**src/inc/sesr_pkg.sv**
```systemverilog
// constants shared by the alignment, slot gate and status register block
package sesr_pkg;
  localparam int ADDR_W = 4;
  localparam int DATA_W = 16;
  localparam int CNT_W  = 18;
  localparam int SNAP_W = 12;
  localparam int SLOT_N = 8;
  localparam int SLOT_W = 3;
  localparam int SUB_W  = 2;

  // clock and output periods in their own units
  localparam int CLK_PERIOD_NS = 4;
  localparam int T_125US_NS    = 125000;
  localparam int T_250US_NS    = 250000;
  localparam int T_500US_NS    = 500000;
  localparam int T_1MS_NS      = 1000000;
  localparam int CYC_125US     = T_125US_NS / CLK_PERIOD_NS;
  localparam int CYC_250US     = T_250US_NS / CLK_PERIOD_NS;
  localparam int CYC_500US     = T_500US_NS / CLK_PERIOD_NS;
  localparam int CYC_1MS       = T_1MS_NS / CLK_PERIOD_NS;

  // register offsets
  localparam logic [ADDR_W-1:0] ADDR_SNAPSHOT = 4'h7;
  localparam logic [ADDR_W-1:0] ADDR_CONFIG   = 4'h8;
  localparam logic [ADDR_W-1:0] ADDR_ALIGN    = 4'hb;
  localparam logic [ADDR_W-1:0] ADDR_SLOT     = 4'he;
  localparam logic [ADDR_W-1:0] ADDR_SECONDARY_STATUS  = 4'hf;

  // field positions
  localparam int SYNC_BIT   = 0;
  localparam int SNAP_BIT   = 1;
  localparam int RATE_LSB   = 4;
  localparam int RATE_MSB   = 5;
  localparam int VER_MSB    = 2;
  localparam int MISSED_BIT = 3;

  // output rate select codes
  localparam logic [1:0] RATE_125US = 2'h0;
  localparam logic [1:0] RATE_250US = 2'h1;
  localparam logic [1:0] RATE_500US = 2'h2;
  localparam logic [1:0] RATE_1MS   = 2'h3;

  // reset values
  localparam logic [SLOT_N-1:0] SLOT_RST = 8'hff;
  localparam logic [1:0]        RATE_RST = 2'h0;
  localparam logic [SNAP_W-1:0] SNAP_RST = 12'h000;
  // version code is arbitrary
  localparam logic [VER_MSB:0]  VERSION_DEF = 3'h5;
endpackage : sesr_pkg

```
**src/verilog/sesr_period.sv**
```systemverilog
// output period timer; restarts on an alignment pulse
`timescale 1ns/10ps
module sesr_period #(
  parameter int P_CYC_125US = sesr_pkg::CYC_125US,
  parameter int P_CYC_250US = sesr_pkg::CYC_250US,
  parameter int P_CYC_500US = sesr_pkg::CYC_500US,
  parameter int P_CYC_1MS   = sesr_pkg::CYC_1MS
) (
  input  wire logic                       clk,
  input  wire logic                       rst,
  input  wire logic                       sync,
  input  wire logic [1:0]                 rate_sel,
  output logic                            tick,
  output logic [sesr_pkg::SNAP_W-1:0]     cnt_low
);
  import sesr_pkg::*;

  logic [CNT_W-1:0] cnt_r;
  logic [CNT_W-1:0] cnt_nxt;
  logic [CNT_W-1:0] last;
  logic             tick_r;
  logic             tick_nxt;

  always_comb begin
    case (rate_sel)
      RATE_125US: last = CNT_W'(P_CYC_125US - 1);
      RATE_250US: last = CNT_W'(P_CYC_250US - 1);
      RATE_500US: last = CNT_W'(P_CYC_500US - 1);
      default:    last = CNT_W'(P_CYC_1MS - 1);
    endcase
  end

  always_comb begin
    tick_nxt = 1'b0;
    // alignment restarts the period so all devices emit together
    if (sync) begin
      cnt_nxt = '0;
    end else if (cnt_r >= last) begin
      cnt_nxt  = '0;
      tick_nxt = 1'b1;
    end else begin
      cnt_nxt = cnt_r + CNT_W'(1);
    end
  end

  always_ff @(posedge clk or posedge rst) begin
    if (rst) begin
      cnt_r  <= '0;
      tick_r <= 1'b0;
    end else begin
      cnt_r  <= cnt_nxt;
      tick_r <= tick_nxt;
    end
  end

  assign tick    = tick_r;
  assign cnt_low = cnt_r[SNAP_W-1:0];

  // independent check of the period length for the 125us select code
  property p_period_len;
    @(posedge clk) disable iff (rst)
    (!sync && cnt_r == CNT_W'(P_CYC_125US - 1) && rate_sel == RATE_125US)
      |=> tick_r && cnt_r == '0;
  endproperty
  a_period_len: assert property (p_period_len)
    else $error("output period did not end at the selected length");
endmodule : sesr_period

```
**src/verilog/sesr_regs.sv**
```systemverilog
// alignment, converter slot gate and secondary status registers
// Notes on behaviour
// - broadcast write of bit 0 at 0xb aligns output timing of devices
// - after alignment each device emits outputs at the same instant
// - broadcast write of bit 1 at 0xb latches the sync counter
// - both alignment bits clear themselves one clock after being set
// - slot bits gate converter pulses per clock/4 slot; reset all ones
// - an output period with no sample read sets the missed-read flag
// - reading the secondary status register clears the missed-read flag
// - latched counter sits in bits 11:0 at 0x7; upper bits reserved
// - output period follows the rate field: 125us, 250us, 500us, 1ms
`timescale 1ns/10ps
module sesr_regs #(
  parameter int                          P_CYC_125US = sesr_pkg::CYC_125US,
  parameter int                          P_CYC_250US = sesr_pkg::CYC_250US,
  parameter int                          P_CYC_500US = sesr_pkg::CYC_500US,
  parameter int                          P_CYC_1MS   = sesr_pkg::CYC_1MS,
  parameter logic [sesr_pkg::VER_MSB:0]  P_VERSION   = sesr_pkg::VERSION_DEF
) (
  input  wire logic                          CLK,
  input  wire logic                          RST,
  input  wire logic                          REG_WR,
  input  wire logic                          REG_RD,
  input  wire logic                          REG_BCAST,
  input  wire logic [sesr_pkg::ADDR_W-1:0]   REG_ADDR,
  input  wire logic [sesr_pkg::DATA_W-1:0]   REG_WDATA,
  output logic      [sesr_pkg::DATA_W-1:0]   REG_RDATA,
  input  wire logic                          SAMPLE_RD,
  input  wire logic                          PWM_REQ,
  output logic                               PWM_GATED,
  output logic                               ALIGN_PULSE,
  output logic                               OUTPUT_STROBE
);
  import sesr_pkg::*;

  logic                wr_align;
  logic                rd_status;
  logic                sync_r;
  logic                sync_nxt;
  logic                snap_r;
  logic                snap_nxt;
  logic [SNAP_W-1:0]   snapshot_r;
  logic [SNAP_W-1:0]   snapshot_nxt;
  logic [SLOT_N-1:0]   slot_gate_r;
  logic [SLOT_N-1:0]   slot_gate_nxt;
  logic [1:0]          rate_r;
  logic [1:0]          rate_nxt;
  logic                missed_r;
  logic                missed_nxt;
  logic                seen_r;
  logic                seen_nxt;
  logic [SLOT_W+SUB_W-1:0] phase_r;
  logic [SLOT_W+SUB_W-1:0] phase_nxt;
  logic [SLOT_W-1:0]   slot;
  logic                gated_r;
  logic                gated_nxt;
  logic [DATA_W-1:0]   rdata_r;
  logic [DATA_W-1:0]   rdata_nxt;
  logic                tick;
  logic [SNAP_W-1:0]   cnt_low;
  logic                miss_evt;

  sesr_period #(
    .P_CYC_125US (P_CYC_125US),
    .P_CYC_250US (P_CYC_250US),
    .P_CYC_500US (P_CYC_500US),
    .P_CYC_1MS   (P_CYC_1MS)
  ) u_period (
    .clk      (CLK),
    .rst      (RST),
    .sync     (sync_r),
    .rate_sel (rate_r),
    .tick     (tick),
    .cnt_low  (cnt_low)
  );

  assign wr_align  = REG_WR && REG_BCAST && (REG_ADDR == ADDR_ALIGN);
  assign rd_status = REG_RD && (REG_ADDR == ADDR_SECONDARY_STATUS);
  assign slot      = phase_r[SLOT_W+SUB_W-1:SUB_W];
  assign miss_evt  = tick && !seen_r && !SAMPLE_RD;

  // control and snapshot state
  always_comb begin
    // alignment bits only honour broadcast writes, then fall back to zero
    sync_nxt      = wr_align && REG_WDATA[SYNC_BIT];
    snap_nxt      = wr_align && REG_WDATA[SNAP_BIT];
    snapshot_nxt  = snap_r ? cnt_low : snapshot_r;
    slot_gate_nxt = slot_gate_r;
    rate_nxt      = rate_r;
    if (REG_WR && REG_ADDR == ADDR_SLOT) begin
      slot_gate_nxt = REG_WDATA[SLOT_N-1:0];
    end
    if (REG_WR && REG_ADDR == ADDR_CONFIG) begin
      rate_nxt = REG_WDATA[RATE_MSB:RATE_LSB];
    end
  end

  always_ff @(posedge CLK or posedge RST) begin
    if (RST) begin
      sync_r      <= 1'b0;
      snap_r      <= 1'b0;
      snapshot_r  <= SNAP_RST;
      slot_gate_r <= SLOT_RST;
      rate_r      <= RATE_RST;
    end else begin
      sync_r      <= sync_nxt;
      snap_r      <= snap_nxt;
      snapshot_r  <= snapshot_nxt;
      slot_gate_r <= slot_gate_nxt;
      rate_r      <= rate_nxt;
    end
  end

  // missed-read tracking; a new miss beats a same-cycle clear by read
  always_comb begin
    seen_nxt   = seen_r || SAMPLE_RD;
    missed_nxt = missed_r;
    if (tick) begin
      seen_nxt = 1'b0;
    end
    if (rd_status) begin
      missed_nxt = 1'b0;
    end
    if (miss_evt) begin
      missed_nxt = 1'b1;
    end
  end

  always_ff @(posedge CLK or posedge RST) begin
    if (RST) begin
      seen_r   <= 1'b0;
      missed_r <= 1'b0;
    end else begin
      seen_r   <= seen_nxt;
      missed_r <= missed_nxt;
    end
  end

  // clock/4 slot phase; alignment also realigns the slot sequence
  always_comb begin
    phase_nxt = sync_r ? '0 : phase_r + (SLOT_W+SUB_W)'(1);
    gated_nxt = PWM_REQ && slot_gate_r[slot];
  end

  always_ff @(posedge CLK or posedge RST) begin
    if (RST) begin
      phase_r <= '0;
      gated_r <= 1'b0;
    end else begin
      phase_r <= phase_nxt;
      gated_r <= gated_nxt;
    end
  end

  // read data, one cycle after the read strobe; flag value before clearing
  always_comb begin
    rdata_nxt = rdata_r;
    if (REG_RD) begin
      rdata_nxt = '0;
      case (REG_ADDR)
        ADDR_SNAPSHOT: rdata_nxt[SNAP_W-1:0] = snapshot_r;
        ADDR_CONFIG:   rdata_nxt[RATE_MSB:RATE_LSB] = rate_r;
        ADDR_ALIGN: begin
          rdata_nxt[SYNC_BIT] = sync_r;
          rdata_nxt[SNAP_BIT] = snap_r;
        end
        ADDR_SLOT:     rdata_nxt[SLOT_N-1:0] = slot_gate_r;
        ADDR_SECONDARY_STATUS: begin
          rdata_nxt[VER_MSB:0]  = P_VERSION;
          rdata_nxt[MISSED_BIT] = missed_r;
        end
        default:       rdata_nxt = '0;
      endcase
    end
  end

  always_ff @(posedge CLK or posedge RST) begin
    if (RST) begin
      rdata_r <= '0;
    end else begin
      rdata_r <= rdata_nxt;
    end
  end

  assign REG_RDATA     = rdata_r;
  assign PWM_GATED     = gated_r;
  assign ALIGN_PULSE   = sync_r;
  assign OUTPUT_STROBE = tick;

  property p_sync_set;
    @(posedge CLK) disable iff (RST)
    (wr_align && REG_WDATA[SYNC_BIT]) |=> sync_r;
  endproperty
  a_sync_set: assert property (p_sync_set)
    else $error("broadcast alignment write gave no pulse");

  property p_self_clear;
    @(posedge CLK) disable iff (RST)
    (sync_r || snap_r) && !wr_align |=> !sync_r && !snap_r;
  endproperty
  a_self_clear: assert property (p_self_clear)
    else $error("alignment bit held longer than one cycle");

  property p_align_restart;
    @(posedge CLK) disable iff (RST)
    sync_r |=> cnt_low == '0 ##1 (cnt_low == SNAP_W'(1) || $past(sync_r));
  endproperty
  a_align_restart: assert property (p_align_restart)
    else $error("period did not restart after alignment");

  property p_snap_latch;
    @(posedge CLK) disable iff (RST)
    snap_r |=> snapshot_r == $past(cnt_low);
  endproperty
  a_snap_latch: assert property (p_snap_latch)
    else $error("snapshot did not capture the counter");

  property p_snap_read;
    @(posedge CLK) disable iff (RST)
    (REG_RD && REG_ADDR == ADDR_SNAPSHOT) |=>
      REG_RDATA == DATA_W'($past(snapshot_r));
  endproperty
  a_snap_read: assert property (p_snap_read)
    else $error("snapshot readback wrong");

  property p_gate;
    @(posedge CLK) disable iff (RST)
    PWM_REQ && !slot_gate_r[slot] |=> !PWM_GATED;
  endproperty
  a_gate: assert property (p_gate)
    else $error("pulse passed a disabled slot");

  property p_miss_set;
    @(posedge CLK) disable iff (RST)
    miss_evt |=> missed_r;
  endproperty
  a_miss_set: assert property (p_miss_set)
    else $error("missed period not flagged");

  property p_read_clear;
    @(posedge CLK) disable iff (RST)
    rd_status && !miss_evt |=> !missed_r ##0 REG_RDATA[MISSED_BIT] ==
      $past(missed_r);
  endproperty
  a_read_clear: assert property (p_read_clear)
    else $error("status read did not clear the flag");

  property p_version;
    @(posedge CLK) disable iff (RST)
    rd_status |=> REG_RDATA[VER_MSB:0] == P_VERSION &&
      REG_RDATA[DATA_W-1:MISSED_BIT+1] == '0;
  endproperty
  a_version: assert property (p_version)
    else $error("version or reserved bits wrong");

  c_sync:   cover property (@(posedge CLK) disable iff (RST) sync_r);
  c_snap:   cover property (@(posedge CLK) disable iff (RST) snap_r);
  c_missed: cover property (@(posedge CLK) disable iff (RST) miss_evt);
  c_gated:  cover property (@(posedge CLK) disable iff (RST)
                            PWM_REQ && !slot_gate_r[slot]);
endmodule : sesr_regs
```
**config.mk**
```make
export PLATFORM = sky130hd
export DESIGN_NAME = sesr_regs
export DESIGN_NICKNAME = d
export VERILOG_FILES = /design/src/inc/sesr_pkg.sv /design/src/verilog/sesr_period.sv /design/src/verilog/sesr_regs.sv
export SDC_FILE = /design/constraint.sdc
export NUM_CORES = 1
export LEC_CHECK = 0
export BUFFER_PORTS_ARGS = -buffer_cell sky130_fd_sc_hd__buf_2
export CAP_MARGIN = 20
export CORE_ASPECT_RATIO = 1.25
export CORE_MARGIN = 1.5
export CORE_UTILIZATION = 40
export DETAILED_ROUTE_END_ITERATION = 12
export PLACE_DENSITY = 0.71
export SYNTH_ARGS = -nofsm -noshare
export SYNTH_HDL_FRONTEND = slang
export SYNTH_SLANG_ARGS = --single-unit
```
**constraint.sdc**
```tcl
create_clock -name CLK -period 3.95 [get_ports CLK]
set_clock_uncertainty 0.1 [all_clocks]
set_input_delay 0 -clock CLK [delete_from_list [all_inputs] [get_ports CLK]]
set_output_delay 0 -clock CLK [all_outputs]
set_load 0.02 [all_outputs]
```
==> results.md, run 1 <==
Run status:
- The flow ran to the end, and the final reports show no timing, DRC or antenna violations.

Hold path:
- In this run the most critical hold path is launched from REG_ADDR[0].
- Counting instances, the worst hold path has a depth of 4.
- The endpoint of the worst hold path is REG_RDATA[2].
- The class of the tightest hold or removal check is in -> reg.

Setup path:
- The signal on the critical path passes through or2_2 -> inv_1 -> ha_1 -> a21oi_1 -> o22ai_1 -> a211oi_1 -> o211ai_4 -> nor2_1.
- The endpoint identified for the worst register-to-register timing path is u_period.cnt_r[5].
- The family with the most delay on the worst path is compound AO/OA/AOI/OAI gates.
- The cell depth of the worst flop-to-flop path is 8.
- Data on the critical path is required at its endpoint by 4100 ps.
- STA puts the critical path data arrival time at 2610 ps.
- Together, buffers and inverters on the worst path number 1.
- Along the worst path, the maximum fanout reaches 17.
- STA classifies the critical path startpoint as a flip-flop.
- The reg-to-reg setup timing slack is 1490 ps.
- In this run the critical register-to-register path is launched from rate_r[0].
- The worst setup path is captured at a flip-flop.
- The worst setup path is of the reg -> reg kind.
- The largest incremental delay on the critical path is 480 ps.
- The cell with the largest stage delay on the worst path is sky130_fd_sc_hd__dfrtp_1.

STA:
- The maximum frequency from static timing analysis is 406 MHz.
- The number of slew-limit violations in the final report came to 0.
- After layout, the minimum clock period comes to 2460 ps.
- The worst path uses 62.4% of the clock period.
- Setup repair after global routing left no endpoint under its margin.
- The slew at the pin closest to its max-slew limit is 775 ps.
- Summed over all failing endpoints, the final setup total negative slack is 0 ps.
- The worst pin sits at a relative slew slack of 48.3%.
- Setup violations remaining at the end of the flow were counted as 0.
- The hold violation total from the final report is 0.

Yosys:
- Ranked by instance count, the synthesized netlist is headed by sky130_fd_sc_hd__dfrtp_1 (55), sky130_fd_sc_hd__nor2_1 (37), sky130_fd_sc_hd__mux2_2 (22).
- sky130_fd_sc_hd__dfrtp_1 is the most common cell in the netlist.
- Sequential elements use 50.8% of the synthesized area.
- By area the synthesized netlist is led by sky130_fd_sc_hd__dfrtp_1 (44%), sky130_fd_sc_hd__mux2_2 (7.9%), sky130_fd_sc_hd__ha_1 (6.8%).
- Counting every instance in the synthesized netlist gives 279.
- The cell area after synthesis is 0.00312 sq mm.
- The post-synthesis cell type count is 45.
- Counting flops with an async set or reset pin after synthesis yields a share of 100%.
- The synthesized area per cell is 11.2 sq um.
- The largest total area in the synthesized netlist belongs to sky130_fd_sc_hd__dfrtp_1.
- The number of synthesized register bits is 63.
- In this run the biggest area consumer among cell types represents 44.1% of the synthesized area.
- Yosys mapped a number of flops with a built-in enable equal to 0.
- The Yosys step of the flow raised 0 warnings.
- The main flop type after synthesis is sky130_fd_sc_hd__dfrtp_1.

Detailed routing:
- After detailed routing, the total wire length is 6.52 mm.
- The total iterations of the first detailed-routing run is 4.
- The detailed-route DRC error count is 0.
- The via count is 2294.
- The post-route antenna net violation count is 0.
- The initial DRC count is 120.
- Dividing the detail-routed wire length by the instance count gives 15.1 microns.
- Using the TritonRoute via totals, the vias-per-cell ratio works out to 5.32.

Die:
- The vertical die dimension is 102 microns.
- The number of placement rows is 35.
- Once the floorplan was initialized, standard cells occupied 41.7% of the core.
- In this run the horizontal extent of the chip is 82.0 microns.
- 46 I/O pins were placed.
- The total area inside the core boundary comes to 0.00749 sq mm.
- The floorplan step defined a die boundary enclosing 0.00835 sq mm.

Global routing:
- The via count of the first global-routing pass came to 2377.
- The number of antenna violations at the first check in global routing is 0.
- The total global-route track usage is 17.6%.
- met2 is the most crowded layer.
- The fraction of met2 tracks used by global routing is 29.5%.
- The met3 usage is 5.18%.
- The first-pass GRT wire length is 10.9 mm.
- The pin count of the biggest net entering global routing is 64.
- The global-route met1 utilization is 19.8%.
- The residual overflow from global routing is 0.

Clocking:
- Once the clock tree was built, the setup fixing pass inserted 0 buffers.
- The number of levels the H-tree was split into is 3.
- The clock-pin slew on the worst setup and hold paths is 70 ps.
- Buffers inserted during clock tree synthesis total 9.
- In this run the deepest clock path goes through 2 buffers.
- The count of instances resized after the clock tree is built is 0.
- The TritonCTS clock tree is yes.
- The total clock sinks is 63.
- The number of hold buffers added after CTS was 16.
- The insertion delay to the later sink of the worst-skew pair is 340 ps.
- The tree is rooted in a sky130_fd_sc_hd__clkbuf_8.

Run:
- The count of max-cap constraint violations is 0.

Final layout:
- After the last flow step, the layout net total stands at 378.
- 0 antenna diodes ended up in the layout.
- Once layout is done, the placed cells without fillers occupy 0.00376 sq mm.
- From synthesis to final layout, the design area changed by 20.2%.
- The post-route netlist has 27.1% of its cells at a drive strength greater than 1.

Placement:
- The post-DP HPWL is 4.54 mm.
- The placed instances occupy a cell area of 0.00337 sq mm.
- The final weighted congestion in routability-driven placement is 0.793.
- Input and output buffers added on the ports amount to 33.

Power and ir drop:
- The worst supply voltage drop on vdd is 0.000283 V.
- The leakage dissipation is 1.75 nW.
- The power density over cell area is 520 mW/mm^2.
==> power by group <==
| part | internal (mW) | total, mW | switching [mW] | leakage (nW) |
|---|---|---|---|---|
| Sequential | 0.763 | 0.889 | 0.126 | 0.805 |
| Clock | 0.375 | 0.632 | 0.257 | 0.109 |
| Combinational | 0.219 | 0.432 | 0.213 | 0.838 |
==> cell families after synthesis <==
kind of cell             after synthesis  synth area share, %
multiplexers                          26                 10.0
other                                  1                0.120
buffers and inverters                 23                 3.52
XOR/XNOR                              19                 5.33
AO/OA/AOI/OAI                         37                 8.81
flip-flops                            63                 50.8
adder cells (fa/ha/maj)               17                 6.81
AND/OR/NAND/NOR                       93                 14.6
==> worst register-to-register path: stages (launching register included) <==
cell                       delay [ps]
sky130_fd_sc_hd__dfrtp_1          480
sky130_fd_sc_hd__or2_2            380
sky130_fd_sc_hd__inv_1            100
sky130_fd_sc_hd__ha_1             230
sky130_fd_sc_hd__a21oi_1          130
sky130_fd_sc_hd__o22ai_1           90
sky130_fd_sc_hd__a211oi_1         400
sky130_fd_sc_hd__o211ai_4         280
sky130_fd_sc_hd__nor2_1           200
==> how the worst max path moves through the flow <==
stage / cells after the start / start / to / slack, ps
finish: 8 / rate_r[0] / u_period.cnt_r[5] / 1490
global route: 8 / rate_r[0] / u_period.cnt_r[5] / 1260
CTS: 8 / rate_r[0] / u_period.cnt_r[5] / 1480
detailed placement: 8 / rate_r[0] / u_period.cnt_r[5] / 1540
global placement: 8 / rate_r[0] / u_period.cnt_r[14] / 1590
floorplan: 8 / rate_r[0] / u_period.cnt_r[10] / 1780
==> through the flow <==
step | total power [mW] | cells | utilization (%) | hold WS, ps | worst slack [ps]
after floorplan | 1.19 | 282 | - | 34.9 | 1780
after global placement | 1.29 | 399 | 44.9 | 122 | 1590
after detailed placement | 1.32 | 399 | 44.9 | 137 | 1540
after CTS | 1.97 | 431 | 50.2 | 14.2 | 1480
after global routing | 2.08 | 431 | 50.2 | 20.3 | 1260
final | 1.95 | 431 | 50.2 | 32.3 | 1490
==> layout by cell type, fill, tap and decap left out, drive strengths merged, types with 6 or more instances in the layout <==
cell,count
inv,15
nor2,39
mux2,22
dlygate4sd3,16
o21ai,7
nand2,13
a21oi,9
nand3,15
dfstp,8
dfrtp,55
buf,34
ha,17
xor2,14
clkbuf,10
nand4,6
==> layer usage <==
metal  wire (microns)  vias up
met4              163        0
met3              306       16
met1             2700     1130
met5                0        -
met2             3350       59
li1                 -     1089
==> state kept, by name, summed over array words and instances (netlist names), 2 cells and up <==
| register | count |
|---|---|
| REG_RDATA | 12 |
| phase_r | 5 |
| rate_r | 2 |
| slot_gate_r | 8 |
| snapshot_r | 12 |
| u_period.cnt_r | 18 |
==> layout make-up <==
class                      count  area (sq um)
clock buffer                  10           138
clock inverter                 6          92.6
fill                         638          3730
inverter                      14          52.6
multi-input combinational    196          1440
sequential                    63          1590
tap                           92           115
timing repair buffer          50           333
(Power assumes the default switching activity.)
==> run 2: changes to the inputs <==
PLACE_DENSITY = 0.74   (was 0.71)
clock period = 2 ns   (was 3.95 ns; I/O delays follow)
==> results.md, run 2 (synthesis results as in run 1) <==
Die:
- During I/O placement, the number of pins put on the boundary was 46.
- The vertical die dimension is 102 microns.
- The die is 82.0 microns wide.
- The area of the die is 0.00835 sq mm.
- The area of the core is 0.00749 sq mm.
- The number of placement rows is 35.
- The starting density of the core is 41.7%.

Final layout:
- The finished cells cover 0.00409 sq mm.
- The total of fill cells in the finished design is 596.
- Leaving out fill and tap cells, the most frequent cell in the layout is sky130_fd_sc_hd__dfrtp_1.
- The antenna cell count is 0.
- Summing all multi-input logic gate instances after layout gives 0.00161 sq mm.
- In the layout the commonest cells are sky130_fd_sc_hd__dfrtp_1 (53), sky130_fd_sc_hd__nor2_1 (35), sky130_fd_sc_hd__buf_2 (33).
- The register with the most flip-flops in the layout has 18 of them.
- The most flop-heavy register is u_period.cnt_r.
- The net count of the finished layout is 405.
- The final instance count without filler cells is 458.
- Summing all flip-flop and latch instances after layout gives 0.00159 sq mm.
- The end-of-flow core utilization is 54.6%.
- The fraction of final layout cells sized beyond drive strength 1 is 37.7%.
- The growth of design area from synthesis to finish is 30.9%.

Clocking:
- Counting the buffers created by CTS gives 9.
- After clock tree synthesis, the clock-pin slew on the worst setup and hold paths is 60 ps.
- The number of levels the H-tree was split into is 3.
- In this run the deepest clock path goes through 2 buffers.
- The root cell of the clock tree is sky130_fd_sc_hd__clkbuf_8.
- The total clock sinks is 63.
- The TritonCTS clock tree is yes.
- For the worst-skew pair, the clock arrives at the later sink with an insertion delay of 350 ps.

Placement:
- At the placement stage, the worst setup path has a slack of -189 ps.
- The congestion estimate from routability-driven global placement came to 0.905.
- The post-placement cell count is 422.
- The placed instances occupy a cell area of 0.00361 sq mm.
- The port buffer count is 33.
- The post-DP HPWL is 5.13 mm.

Setup path:
- The critical path class is reg -> reg.
- The required time of the critical path is 2190 ps.
- The largest single stage delay on the critical path is 450 ps.
- The worst setup path is launched from a flip-flop.
- The critical path goes through buf_4 -> ha_1 -> a211oi_2 -> nor2_1 -> o31ai_4 -> buf_6 -> o21a_1 -> and3_1.
- Of all nets on the critical path, the largest fanout is 6.
- On the critical path, the stage with the largest delay is an instance of sky130_fd_sc_hd__dfrtp_2.
- The kind of end point of the critical path is a flip-flop.
- The worst endpoint data arrival time is 2350 ps.

Global routing:
- The via count of the first global-routing pass is 2495.
- The residual overflow from global routing is 0.
- Entering global routing, the biggest net connects 49 pins.
- The first-pass GRT wire length is 12.4 mm.
- The number of antenna violations at the first check in global routing came to 0.
- The total global-route track usage is 20.3%.

Power and ir drop:
- The leakage dissipation is 1.88 nW.
- Power spread over the standard cell area amounts to 1030 mW/mm^2.
- The worst supply voltage drop on vdd is 0.000558 V.
- The final total power is 4.21 mW.

Run:
- Max-cap violations in this run came to 0.

Detailed routing:
- The total iterations of the first detailed-routing run is 5.
- The detailed-route DRC error count is 0.
- The total wire length after detailed routing is 7.76 mm.
- In the routed layout, each cell is associated on average with a via count of 5.42.
- The count of nets left with antenna violations once routing finished came out at 0.
- The via count is 2484.
- After the first detailed-routing iteration, the DRC count stood at 128.
- In the final routed layout, each cell accounts on average for 16.9 microns.

STA:
- The final setup violation count is 19.
- The number of slew-limit violations in the final report is 0.
- Setup repair after global routing could not meet its margin everywhere.
- The final cycle utilization of the critical path is 108%.
- The accumulated negative setup slack is -2060 ps.
- The shortest period the worst path allows is 2160 ps.
- The worst pin sits at a relative slew slack of 64.7%.
- Once routing completed, OpenROAD measured the worst setup slack at -160 ps.
- The hold violation total from the final report is 0.
- The final hold slack is 34.0 ps.
- At the pin with the least slew margin, the transition time is 529 ps.
- Derived from the worst setup path, the maximum achievable clock frequency is 463 MHz.

Run status:
- The run finished, with violations left.
- The final reports fail on negative setup slack.

Hold path:
- The tightest min-delay check is of the in -> reg type.
[run 2: changes by cell type in the layout (fill, tap and decap cells not counted), sizes merged]
cell,delta
inv,-1
buf,+26
dlygate4sd3,-1
clkinvlp,-2
bufinv,-1
clkbuf,+4
o211ai,+2
[run 2: worst max-delay path, delay by kind of cell (launching register included)]
| family | cells | cell delay [ps] |
|---|---|---|
| AOI/OAI and AO/OA | 3 | 680 |
| adders and majority gates | 1 | 320 |
| buffers and inverters | 2 | 300 |
| DFF | 1 | 450 |
| and+or+nand+nor | 2 | 260 |
[run 2: report_power, final]
part / internal, mW / switching, mW / leakage [nW] / total, mW
logic: 0.723 / 0.686 / 0.983 / 1.41
clock network: 0.610 / 0.473 / 0.0947 / 1.08
registers: 1.51 / 0.204 / 0.802 / 1.72
[run 2: repair_timing]
action | in CTS | in global routing
endpoints found under the setup margin | 19 | 19
setup buffers | 3 | 0
hold endpoints to repair | 78 | 0
hold buffers | 15 | 0
cloned | 2 | 0
gates resized for setup | 13 | 6
pin swaps | 17 | 5
[run 2: path summary, 6_finish.rpt]
check / slack, ps / cells past startpoint / from / end
max: -160 / 8 / rate_r[0] / u_period.cnt_r[1]
min: 30 / 4 / REG_ADDR[0] / REG_RDATA[2]
max reg2reg: -160 / 8 / rate_r[0] / u_period.cnt_r[1]
min reg2reg: 350 / 1 / phase_r[0] / phase_r[0]
max in group asynchronous: 1090 / 4 / RST / slot_gate_r[6]
min in group asynchronous: 60 / 3 / RST / u_period.cnt_r[7]
[run 2: area by class of cell]
cell class | count | area share (%)
clock inverter | 2 | 0.857
clock buffer | 14 | 3.73
inverter | 14 | 1.35
timing repair buffer | 75 | 13.1
sequential | 63 | 38.8
tap | 92 | 2.81
multi-input combinational | 198 | 39.3
[run 2: layer usage]
| layer | global-route usage, % | routed length [microns] | vias up | part of all wire (%) |
|---|---|---|---|---|
| li1 | - | - | 1156 | - |
| met4 | 14.9 | 270 | 0 | 3.5 |
| met1 | 23.6 | 3060 | 1221 | 39 |
| met2 | 32.7 | 4080 | 87 | 53 |
| met5 | 0 | 0 | - | 0 |
| met3 | 4.29 | 352 | 20 | 4.5 |
==> run 3: changes to the inputs <==
CELL_PAD_IN_SITES_DETAIL_PLACEMENT = 0   (was unset)
CELL_PAD_IN_SITES_GLOBAL_PLACEMENT = 1   (was unset)
CORE_UTILIZATION = 41   (was 40)
PLACE_DENSITY = 0.88   (was 0.74)
==> results.md, run 3 (synthesis results as in run 1) <==
Run status:
- The run finished, with violations left.
- The final reports fail on negative setup slack.

Final layout:
- The layout has 594 filler cells.
- The design area is 0.00415 sq mm.
- The register with the most flip-flops in the layout has 18 of them.
- In the layout the commonest cells are sky130_fd_sc_hd__dfrtp_1 (54), sky130_fd_sc_hd__nor2_1 (34), sky130_fd_sc_hd__buf_2 (33).
- More flip-flops sit in one register than any other, and that register is u_period.cnt_r.
- The end-of-flow core utilization is 56.4%.
- The area growth from synthesis to layout is 32.9%.
- The repair_antennas step left the layout with diodes totalling 0.
- The fraction of final layout cells sized beyond drive strength 1 is 38.0%.
- The leading cell type in the layout, fill and taps excluded is sky130_fd_sc_hd__dfrtp_1.
- In the final design database the tool counted 407 nets.

STA:
- Across all hold checks on the routed design, the worst slack comes to 48.5 ps.
- Headroom to the max-slew limit came out at 64.3%.
- The shortest period the worst path allows is 2140 ps.
- Derived from the worst setup path, the maximum achievable clock frequency is 467 MHz.
- The hold violation total from the final report is 0.
- Setup repair after global routing could not meet its margin everywhere.
- At the pin with the least slew margin, the transition time is 535 ps.
- Once routing completed, OpenROAD measured the worst setup slack at -140 ps.
- The number of slew-limit violations in the final report is 0.
- The final setup violation count is 19.
- Dividing the final minimum period by the clock period gives 107%.

Setup path:
- In this design, the stage delay of the slowest critical-path cell is 450 ps.
- Tracing the worst setup path back leads to its startpoint at rate_r[0].
- The terminus of the critical flop-to-flop path is u_period.cnt_r[1].
- The cell with the largest stage delay on the worst path is sky130_fd_sc_hd__dfrtp_2.
- The critical path in this run is classified as reg -> reg.
- The worst path buffer plus inverter count is 1.
- The required time of the critical path is 2180 ps.
- The cell depth of the worst flop-to-flop path is 8.
- In this design, the largest share of critical-path delay is due to compound AO/OA/AOI/OAI gates.
- The kind of end point of the critical path is a flip-flop.
- The worst endpoint data arrival time is 2320 ps.
- The critical path goes through or2_4 -> ha_4 -> a2111oi_4 -> nor3_2 -> o31ai_4 -> buf_6 -> o21a_1 -> and3_1.
- The worst-path maximum fanout is 6.
- In this run the critical register-to-register path is launched from rate_r[0].
- Across all register-to-register paths, the minimum setup slack is -140 ps.
- The sort of element at the start of the critical path is a flip-flop.

Clocking:
- In this run the number of H-tree levels came out at 3.
- The total CTS buffers is 9.
- After clock tree synthesis, the clock-pin slew on the worst setup and hold paths is 70 ps.
- Counting every sink on the clock net gives 63.
- The root buffer cell chosen for the clock tree is sky130_fd_sc_hd__clkbuf_8.
- TritonCTS built the clock tree.
- The largest buffer count on any clock path is 2.
- At the later pin of the worst-skew pair, clock insertion delay measures 340 ps.

Die:
- The die width is 81.1 microns.
- The area of the die is 0.00816 sq mm.
- The vertical die dimension is 101 microns.
- 46 I/O pins were placed.
- The initialized floorplan defines 35 standard-cell rows.
- The area of the core is 0.00736 sq mm.
- The initial utilization of the core area, before any placement, comes to 42.5%.

Global routing:
- The total global-route track usage is 20.6%.
- Entering global routing, the biggest net connects 41 pins.
- Global routing finished with a remaining overflow of 0.
- The via count of the first global-routing pass is 2423.
- The number of antenna violations at the first check in global routing was 0.
- The first global-routing pass estimated 12.2 mm of wire.

Detailed routing:
- After the first detailed-routing iteration, the DRC count stood at 164.
- In the final routed layout, each cell accounts on average for 16.4 microns.
- The detailed-route DRC error count is 0.
- The detail route stage leaves a number of antenna-violating nets equal to 0.
- The total iterations of the first detailed-routing run is 6.
- The total wire length after detailed routing is 7.55 mm.
- Dividing the detail-routed via count by the number of cells gives 5.22.
- The via count is 2402.

Hold path:
- The path with the worst hold slack has its endpoint at REG_RDATA[2].
- The worst hold path begins at REG_ADDR[0].
- Counting instances, the worst hold path has a depth of 4.
- In this run the worst hold path is classified as in -> reg.

Placement:
- The HPWL after detailed placement is 5.08 mm.
- Routability-driven placement finished with a final weighted congestion of 0.842.
- In this run the cell area measured after placement is 0.00361 sq mm.
- The port buffer count is 33.

Power and ir drop:
- The worst-case IR drop observed on VDD is 0.000530 V.
- In this run the static leakage power is 1.92 nW.
- Dividing total power by cell area gives a power density of 1060 mW/mm^2.
- Summing internal, switching and leakage power gives 4.39 mW.

Run:
- The tool flagged a number of max-cap violations equal to 0.
## run 3: layout make-up
class	count	area, sq um	area share (%)
multi-input cells	198	1590	38.4
flip-flops and latches	63	1590	38.2
repair buffers	77	562	13.5
clock buffers	13	149	3.59
well taps	92	115	2.77
clock inverters	3	90.1	2.17
inverters	14	55.1	1.33
## run 3: worst max path at each step
| stage | to | depth (start not counted) | slack [ps] |
|---|---|---|---|
| CTS | u_period.cnt_r[1] | 9 | -80 |
| global placement | u_period.cnt_r[5] | 7 | -130 |
| floorplan | u_period.cnt_r[8] | 10 | -40 |
| finish | u_period.cnt_r[1] | 8 | -140 |
| global route | u_period.cnt_r[1] | 8 | -220 |
| detailed placement | u_period.cnt_r[4] | 7 | -210 |
## run 3: routing by layer
metal / track usage, % / vias to the layer above / wire length, microns
met3: 4.34 / 12 / 263
met1: 24.5 / 1178 / 3180
met2: 34.0 / 57 / 3920
met5: 0 / - / 0
li1: - / 1155 / -
met4: 11.8 / 0 / 187
## run 3: power by group
part	leakage (nW)	internal, mW	switching [mW]
logic	0.995	0.689	0.637
registers	0.804	1.51	0.198
clock network	0.118	0.865	0.489
total	1.92	3.06	1.32
## run 3: worst reg2reg max path, delay by kind of cell (launching register included)
kind / cells / cell delay, ps
buffers and inverters: 1 / 170
adder cells (fa/ha/maj): 1 / 180
AO/OA/AOI/OAI: 3 / 650
flip-flops: 1 / 450
AND/OR/NAND/NOR: 3 / 520
## run 3: metrics by stage
stage	instances	setup WS, ps	TNS, ps
after floorplan	282	-42.8	-417
after global placement	422	-132	-1990
after detailed placement	422	-214	-2940
after CTS	460	-81.1	-800
after global routing	460	-224	-3600
final	460	-140	-1510
## run 3: timing repair
action	CTS	global route
hold buffers	15	0
gates resized for setup	11	6
cloned	2	0
setup endpoints to repair	19	19
pin swaps	12	8
setup buffers	5	0
hold endpoints to repair	45	0
